==> src/cli_regs.svh <==
// Register offsets, field positions, reset values and timing counts.
`ifndef CLI_REGS_SVH
`define CLI_REGS_SVH
`define CLI_OFS_CTRL 8'h00
`define CLI_OFS_IDLE 8'h04
`define CLI_OFS_START 8'h08
`define CLI_OFS_MAXT 8'h0C
`define CLI_OFS_HARM 8'h10
`define CLI_OFS_STAT 8'h14
`define CLI_OFS_IRQ 8'h18
`define CLI_OFS_MASK 8'h1C
`define CLI_CTRL_EN 0
`define CLI_CTRL_BLK 1
`define CLI_RST_IDLE 16'h0019
`define CLI_RST_START 16'h0100
`define CLI_RST_MAXT 16'h01F4
`define CLI_IDLE_MIN 16'h0003
`define CLI_IDLE_MAX 16'h0080
`define CLI_START_MIN 16'h004D
`define CLI_START_MAX 16'h0A00
`define CLI_MAXT_MIN 16'h0001
`define CLI_MAXT_MAX 16'h7530
`define CLI_HARM_MAX 8'h63
`define CLI_WIN_MS 8
`define CLI_TICK_NS 10000000
`define CLI_CLK_NS 10
`define CLI_EV_CL 0
`define CLI_EV_IR 1
`define CLI_EV_ABORT 2
`define CLI_RESP_OK 2'b00
`define CLI_RESP_ERR 2'b10
`endif

==> src/cli_pkg.sv <==
// Types shared by the cold-load and inrush detector.
package cli_pkg;
   typedef struct packed {
      logic [15:0] fund;
      logic [15:0] harm;
   } cli_phase_t;
   typedef enum logic [1:0] {
      CLI_IDLE, CLI_ARMED, CLI_WINDOW, CLI_ACTIVE
   } cli_state_t;
endpackage : cli_pkg

==> src/cli_detector.sv <==
// Cold-load pickup and magnetising inrush detector with AXI4-Lite registers.
`timescale 1ns/1ps
`include "cli_regs.svh"

module cli_detector
   import cli_pkg::*;
#(
   parameter int TICK_CYCLES = `CLI_TICK_NS / `CLI_CLK_NS
) (
   // Clock and reset.
   input wire logic aclk,
   input wire logic aresetn,
   // AXI4-Lite register slave.
   input wire logic [7:0] s_awaddr,
   input wire logic s_awvalid,
   output logic s_awready,
   input wire logic [31:0] s_wdata,
   input wire logic [3:0] s_wstrb,
   input wire logic s_wvalid,
   output logic s_wready,
   output logic [1:0] s_bresp,
   output logic s_bvalid,
   input wire logic s_bready,
   input wire logic [7:0] s_araddr,
   input wire logic s_arvalid,
   output logic s_arready,
   output logic [31:0] s_rdata,
   output logic [1:0] s_rresp,
   output logic s_rvalid,
   input wire logic s_rready,
   // Measurement front end, magnitudes in units of In/256.
   input wire cli_phase_t [2:0] meas,
   input wire logic meas_valid,
   // Outputs to output and blocking matrices.
   output logic cold_load_det,
   output logic inrush_det,
   output logic inrush_block,
   output logic irq
);

   // ****************************************************************
   // Register file
   // ****************************************************************
   logic [1:0] ctrl_reg, ctrl_next;
   logic [15:0] idle_reg, idle_next, start_reg, start_next;
   logic [15:0] maxt_reg, maxt_next;
   logic [7:0] harm_reg, harm_next;
   logic [2:0] irq_reg, irq_next, mask_reg, mask_next;
   logic aw_reg, aw_next, w_reg, w_next;
   logic [7:0] awa_reg, awa_next;
   logic [31:0] wd_reg, wd_next;
   logic [3:0] ws_reg, ws_next;
   logic bv_reg, bv_next, berr_reg, berr_next;
   logic rv_reg, rv_next, rerr_reg, rerr_next;
   logic [31:0] rd_reg, rd_next;
   logic [2:0] ev;
   cli_state_t state_reg, state_next;
   logic [31:0] tick_reg, tick_next;
   logic [7:0] win_reg, win_next;
   logic [15:0] act_reg, act_next;
   logic cyc_reg, cyc_next;
   logic blk_reg, blk_next, ir_reg, ir_next;

   assign s_awready = !aw_reg && !bv_reg;
   assign s_wready = !w_reg && !bv_reg;
   assign s_bvalid = bv_reg;
   assign s_bresp = berr_reg ? `CLI_RESP_ERR : `CLI_RESP_OK;
   assign s_arready = !rv_reg;
   assign s_rvalid = rv_reg;
   assign s_rdata = rd_reg;
   assign s_rresp = rerr_reg ? `CLI_RESP_ERR : `CLI_RESP_OK;

   // Clamp keeps settings inside the supported ranges.
   function automatic logic [15:0] clamp(input logic [15:0] v,
      input logic [15:0] lo, input logic [15:0] hi);
      if (v < lo) begin
         return lo;
      end
      if (v > hi) begin
         return hi;
      end
      return v;
   endfunction : clamp

   always_comb begin
      logic [15:0] wv;
      logic do_wr;
      wv = wd_reg[15:0];
      do_wr = aw_reg && w_reg && !bv_reg;
      ctrl_next = ctrl_reg;
      idle_next = idle_reg;
      start_next = start_reg;
      maxt_next = maxt_reg;
      harm_next = harm_reg;
      mask_next = mask_reg;
      aw_next = aw_reg || (s_awvalid && s_awready);
      w_next = w_reg || (s_wvalid && s_wready);
      awa_next = (s_awvalid && s_awready) ? s_awaddr : awa_reg;
      wd_next = (s_wvalid && s_wready) ? s_wdata : wd_reg;
      ws_next = (s_wvalid && s_wready) ? s_wstrb : ws_reg;
      bv_next = bv_reg && !s_bready;
      berr_next = berr_reg;
      irq_next = irq_reg;
      if (do_wr) begin
         aw_next = 1'b0;
         w_next = 1'b0;
         bv_next = 1'b1;
         berr_next = 1'b0;
         unique case (awa_reg)
            `CLI_OFS_CTRL: if (ws_reg[0]) ctrl_next = wd_reg[1:0];
            `CLI_OFS_IDLE: if (&ws_reg[1:0]) begin
               idle_next = clamp(wv, `CLI_IDLE_MIN, `CLI_IDLE_MAX);
            end
            `CLI_OFS_START: if (&ws_reg[1:0]) begin
               start_next = clamp(wv, `CLI_START_MIN, `CLI_START_MAX);
            end
            `CLI_OFS_MAXT: if (&ws_reg[1:0]) begin
               maxt_next = clamp(wv, `CLI_MAXT_MIN, `CLI_MAXT_MAX);
            end
            `CLI_OFS_HARM: if (ws_reg[0]) begin
               harm_next = (wd_reg[7:0] > `CLI_HARM_MAX) ?
                  `CLI_HARM_MAX : wd_reg[7:0];
            end
            `CLI_OFS_IRQ: if (ws_reg[0]) irq_next = irq_reg & ~wd_reg[2:0];
            `CLI_OFS_MASK: if (ws_reg[0]) mask_next = wd_reg[2:0];
            `CLI_OFS_STAT: ;
            default: berr_next = 1'b1;
         endcase
      end
      // A new event wins over a clear in the same cycle.
      irq_next = irq_next | ev;
      rv_next = rv_reg && !s_rready;
      rd_next = rd_reg;
      rerr_next = rerr_reg;
      if (s_arvalid && s_arready) begin
         rv_next = 1'b1;
         rerr_next = 1'b0;
         rd_next = 32'h0000_0000;
         unique case (s_araddr)
            `CLI_OFS_CTRL: rd_next[1:0] = ctrl_reg;
            `CLI_OFS_IDLE: rd_next[15:0] = idle_reg;
            `CLI_OFS_START: rd_next[15:0] = start_reg;
            `CLI_OFS_MAXT: rd_next[15:0] = maxt_reg;
            `CLI_OFS_HARM: rd_next[7:0] = harm_reg;
            `CLI_OFS_STAT: rd_next[5:0] = {state_reg, 1'b0, inrush_block,
               inrush_det, cold_load_det};
            `CLI_OFS_IRQ: rd_next[2:0] = irq_reg;
            `CLI_OFS_MASK: rd_next[2:0] = mask_reg;
            default: rerr_next = 1'b1;
         endcase
      end
   end

   // ****************************************************************
   // Detection
   // ****************************************************************
   logic all_idle, any_start, any_pick, any_harm, tick;
   logic [2:0] idle_v, start_v, harm_v;
   genvar gi;
   generate
      for (gi = 0; gi < 3; gi++) begin : g_ph
         assign idle_v[gi] = meas[gi].fund < idle_reg;
         assign start_v[gi] = meas[gi].fund > start_reg;
         // Ratio test without a divider: 100*harm > pct*fund.
         assign harm_v[gi] = (32'(meas[gi].harm) * 32'h64) >
            (32'(meas[gi].fund) * 32'(harm_reg));
      end
   endgenerate
   assign all_idle = &idle_v;
   assign any_start = |start_v;
   assign any_pick = |start_v;
   assign any_harm = (harm_reg == 8'h00) || (|harm_v);
   assign tick = tick_reg == 32'(TICK_CYCLES - 1);

   always_comb begin
      tick_next = tick ? 32'h0000_0000 : tick_reg + 32'h0000_0001;
      state_next = state_reg;
      win_next = win_reg;
      act_next = act_reg;
      cyc_next = cyc_reg;
      blk_next = blk_reg;
      ir_next = ir_reg;
      ev = 3'b000;
      if (!ctrl_reg[`CLI_CTRL_EN]) begin
         state_next = CLI_IDLE;
         blk_next = 1'b0;
         ir_next = 1'b0;
      end else if (meas_valid) begin
         unique case (state_reg)
            CLI_IDLE: if (all_idle) state_next = CLI_ARMED;
            CLI_ARMED: if (!all_idle) begin
               win_next = 8'h00;
               if (any_start) begin
                  state_next = CLI_ACTIVE;
               end else begin
                  state_next = CLI_WINDOW;
               end
            end
            CLI_WINDOW: if (all_idle) begin
               state_next = CLI_ARMED;
            end else if (any_start) begin
               state_next = CLI_ACTIVE;
            end
            CLI_ACTIVE: if (!any_pick) begin
               state_next = CLI_IDLE;
               blk_next = 1'b0;
               ir_next = 1'b0;
            end else if (!cyc_reg) begin
               cyc_next = 1'b1;
               ir_next = any_harm;
               blk_next = any_harm && ctrl_reg[`CLI_CTRL_BLK];
               ev[`CLI_EV_IR] = any_harm;
            end
         endcase
         if (state_next == CLI_ACTIVE && state_reg != CLI_ACTIVE) begin
            act_next = 16'h0000;
            cyc_next = 1'b0;
            ir_next = harm_reg == 8'h00;
            blk_next = ctrl_reg[`CLI_CTRL_BLK];
            ev[`CLI_EV_CL] = 1'b1;
         end
      end
      // A start seen on the last window tick still counts as in time.
      if (state_reg == CLI_WINDOW && state_next == CLI_WINDOW && tick) begin
         win_next = win_reg + 8'h01;
         if (win_reg + 8'h01 >= 8'(`CLI_WIN_MS)) begin
            state_next = CLI_IDLE;
            ev[`CLI_EV_ABORT] = 1'b1;
         end
      end
      if (state_reg == CLI_ACTIVE && tick) begin
         act_next = act_reg + 16'h0001;
         if (act_reg + 16'h0001 >= maxt_reg) begin
            state_next = CLI_IDLE;
            blk_next = 1'b0;
            ir_next = 1'b0;
         end
      end
   end

   always_ff @(posedge aclk) begin
      if (!aresetn) begin
         ctrl_reg <= 2'b00;
         idle_reg <= `CLI_RST_IDLE;
         start_reg <= `CLI_RST_START;
         maxt_reg <= `CLI_RST_MAXT;
         {harm_reg, irq_reg, mask_reg} <= '0;
         {aw_reg, w_reg, awa_reg, wd_reg, ws_reg} <= '0;
         {bv_reg, berr_reg, rv_reg, rerr_reg, rd_reg} <= '0;
         state_reg <= CLI_IDLE;
         {tick_reg, win_reg, act_reg} <= '0;
         {cyc_reg, blk_reg, ir_reg} <= '0;
      end else begin
         ctrl_reg <= ctrl_next;
         {idle_reg, start_reg} <= {idle_next, start_next};
         {maxt_reg, harm_reg} <= {maxt_next, harm_next};
         {irq_reg, mask_reg} <= {irq_next, mask_next};
         {aw_reg, w_reg, awa_reg} <= {aw_next, w_next, awa_next};
         {wd_reg, ws_reg} <= {wd_next, ws_next};
         {bv_reg, berr_reg, rv_reg} <= {bv_next, berr_next, rv_next};
         {rerr_reg, rd_reg} <= {rerr_next, rd_next};
         state_reg <= state_next;
         {tick_reg, win_reg, act_reg} <= {tick_next, win_next, act_next};
         {cyc_reg, blk_reg, ir_reg} <= {cyc_next, blk_next, ir_next};
      end
   end

   assign cold_load_det = state_reg == CLI_ACTIVE;
   assign inrush_det = ir_reg;
   assign inrush_block = blk_reg;
   assign irq = |(irq_reg & mask_reg);
endmodule : cli_detector

==> config.mk <==
export PLATFORM = sky130hd
export DESIGN_NAME = cli_detector
export DESIGN_NICKNAME = d
export VERILOG_FILES = /design/src/cli_pkg.sv /design/src/cli_detector.sv
export VERILOG_INCLUDE_DIRS = /design/src /design/src/src
export SDC_FILE = /design/constraint.sdc
export NUM_CORES = 2
export LEC_CHECK = 0
export ABC_AREA = 1
export ABC_CLOCK_PERIOD_IN_PS = 6000
export BUFFER_PORTS_ARGS = -buffer_cell sky130_fd_sc_hd__buf_2
export CAP_MARGIN = 20
export CORE_UTILIZATION = 25
export DETAILED_ROUTE_END_ITERATION = 12
export GPL_TIMING_DRIVEN = 0
export PLACE_DENSITY_LB_ADDON = 0.08
export SLEW_MARGIN = 10
export SYNTH_ARGS = -nofsm -noshare
export SYNTH_HDL_FRONTEND = slang
export SYNTH_SLANG_ARGS = --single-unit
==> constraint.sdc <==
create_clock -name aclk -period 6 [get_ports aclk]
set_input_delay 0.9 -clock aclk [delete_from_list [all_inputs] [get_ports aclk]]
set_output_delay 0.9 -clock aclk [all_outputs]
set_load 0.05 [all_outputs]
==> metrics <==
VDD IR max 0.0001936 V; Post-Layout Cell Count 5918; grt total ovfl 0; Avg Vias per Cell 4.374; Ys Warns 0; core box area 116500 um^2; die footprint 119100 um^2; Crit Path Max Fanout 6; Slowest cell on crit path fa_1; EDFF count, synth 0; maxcap violations 0; startpoint types register; Util after Layout 0.2965; Seq/Total Area, Yosys 0.1176; first-pass GRT wire length 154400 um; initial antenna violation count 20; max reg flops 32; RSZ-0062 raised after global routing yes; vias in the first global route 26484; IO buf count 160; Slowest Stage Delay on Critical Path 0.51 ns; failing checks setup timing; share of cells above drive strength 1 0.1126; IO Pins 201; drt total wl 99270 um; Final nets 5282; slew margin rel. 0.4362; fin crit share 1.043; clk sinks 173; switching power 1.760 mW; Req. time, crit path 6.35 ns; min cycle time layout 6.259 ns; area grow syn2layout 17.34%; critical path type register to register; Pre-antenna DRT Iters 5; # H-tree levels 4; CTS tree yes; part of the power in registers 0.275; # setup viols final 3; total negative slack -0.6094 ns; skew final 0.01315 ns; Initial Util 0.2527; Post-Synthesis Cells 4147; Final Hold Fails 0; drt drc 0; Synth Flop Type dfxtp_1; cell mode on critical path nand2_1; DR iter-0 viols 1241; Antenna Nets Post-Route 0; Slew Limit Fails 0; WHS Path Cells 2; Crit. End Element register; status finished with violations; Syn Area/Cell 7.099 um^2; HPWL after detailed placement 84120 um; Static Leak 18.97 nW; Power Density 126.0 nW/um^2; final worst setup slack -0.2592 ns; WP data arrival 6.60 ns; # hold bufs at CTS 0; Die Y-Extent 345.2 um; Internal 2.591 mW; routed via count 25884; Reg clk slew, reported paths 0.07 ns; Async S/R FF share, synth 0; post-synth cell types 63; GP Congestion 0.8422; clock buffer depth 2; Die Width 345.2 um; reg2reg path depth 36; slew of the pin with the lowest slew margin 0.8393 ns; placed cell count 5849; GR Util All Layers 0.1669; CTS Buf Count 17; Root Driver clkbuf_16; hold crit path type register to register; Tot Pwr 4.351 mW; DP Worst Slack -2.569 ns; clock latency on the worst-skew pair 0.46 ns; clock share of power 0.276; sw frac 0.4046; synthesized area 29440 um^2; cell row count 125; f_max 159.8 MHz; largest net degree at the start of global routing 17; #FFs+latches synth 173; WL/cell 16.77 um; Logic pwr share 0.449
-- layer usage --
layer	wire (um)	GRT usage
met3	4683	0.02063
met1	48480	0.2356
met5	108	0
met2	44720	0.2746
met4	1273	0.02624
-- timing repair --
action	CTS	global route
endpoints found under the setup margin	3	3
pin swaps	61	36
buffers inserted	57	10
gates resized for setup	207	23
-- cells in the mapped netlist, drive strengths merged, types with 39 or more instances --
master  count  share of area
xnor2      51          0.015
ha        466           0.20
clkbuf    110          0.016
inv      1061           0.14
dfxtp     173           0.12
o21ai     140          0.024
nor3       64          0.012
nand4      39         0.0085
nand2     895           0.11
nand3     113          0.020
nor2      179          0.024
xor2       72          0.021
a21oi     300          0.051
fa        285           0.19
-- power by group through the flow --
stage	logic, mW	clock network, mW	registers, mW
6_report	1.95	1.20	1.20
5_1_grt	2.28	1.28	1.20
4_1_cts	1.98	1.23	1.20
3_5_place_dp	1.93	0	1.23
3_3_place_gp	1.93	0	1.23
2_1_floorplan	1.41	0	1.22
-- per-stage QoR --
stage	cell area (um^2)	hold WS [ns]
2_1_floorplan	29910	0.4303
3_3_place_gp	32620	0.4526
3_5_place_dp	32640	0.4546
4_1_cts	34400	0.4659
5_1_grt	34530	0.4823
6_report	34540	0.4658
-- layout by cell type, fill, tap and decap left out, types with 19 or more instances in the layout --
cell type,Yosys,layout
clkbuf_16,0,26
a21oi_2,0,20
nand4_1,38,38
fa_1,285,282
buf_4,21,104
ha_4,0,26
xor2_1,72,72
nand2_1,892,877
ha_1,466,439
xnor2_1,51,51
o21ai_0,125,120
clkbuf_1,66,27
nor4_1,21,19
inv_1,1057,1053
nor2_1,170,163
buf_2,4,135
nor3_1,59,55
nand3_1,110,98
a21oi_1,300,279
dfxtp_1,173,165
-- worst paths after layout --
path | startpoint | to | slack [ns]
setup / recovery | harm_reg[3]$_SDFFE_PN0P_ | inrush_det$_SDFF_PN0_ | -0.26
hold / removal | s_rdata[12]$_SDFFE_PN0P_ | s_rdata[12]$_SDFFE_PN0P_ | 0.47
setup reg to reg | harm_reg[3]$_SDFFE_PN0P_ | inrush_det$_SDFF_PN0_ | -0.26
hold reg to reg | s_rdata[12]$_SDFFE_PN0P_ | s_rdata[12]$_SDFFE_PN0P_ | 0.47
-- cell families after synthesis --
| group | after synthesis | share of synthesized area |
|---|---|---|
| other | 1 | 0.0001274 |
| DFF | 173 | 0.1176 |
| buffers and inverters | 1209 | 0.1589 |
| AOI/OAI and AO/OA | 562 | 0.1069 |
| adders and majority gates | 751 | 0.3918 |
| xor gates and xnor gates | 123 | 0.03659 |
| and+or+nand+nor | 1328 | 0.1880 |
-- critical path, delay by kind of cell, from the launching register on --
family          cells  cell delay (ns)
flops               1             0.43
fa+ha+maj           6             2.47
buf+inv             6             0.62
simple gates       15             1.17
compound gates      9             1.45
-- layout make-up --
class	count	area, um^2
sequential	173	3491
antenna	6	15.01
buffer	108	987.2
tap	1524	1907
clock inverter	12	161.4
timing repair buffer	228	1479
clock buffer	20	446.7
multi-input combinational	2782	22060
fill	13004	81970
inverter	1065	3998
Power figures use the tool's default switching activity.
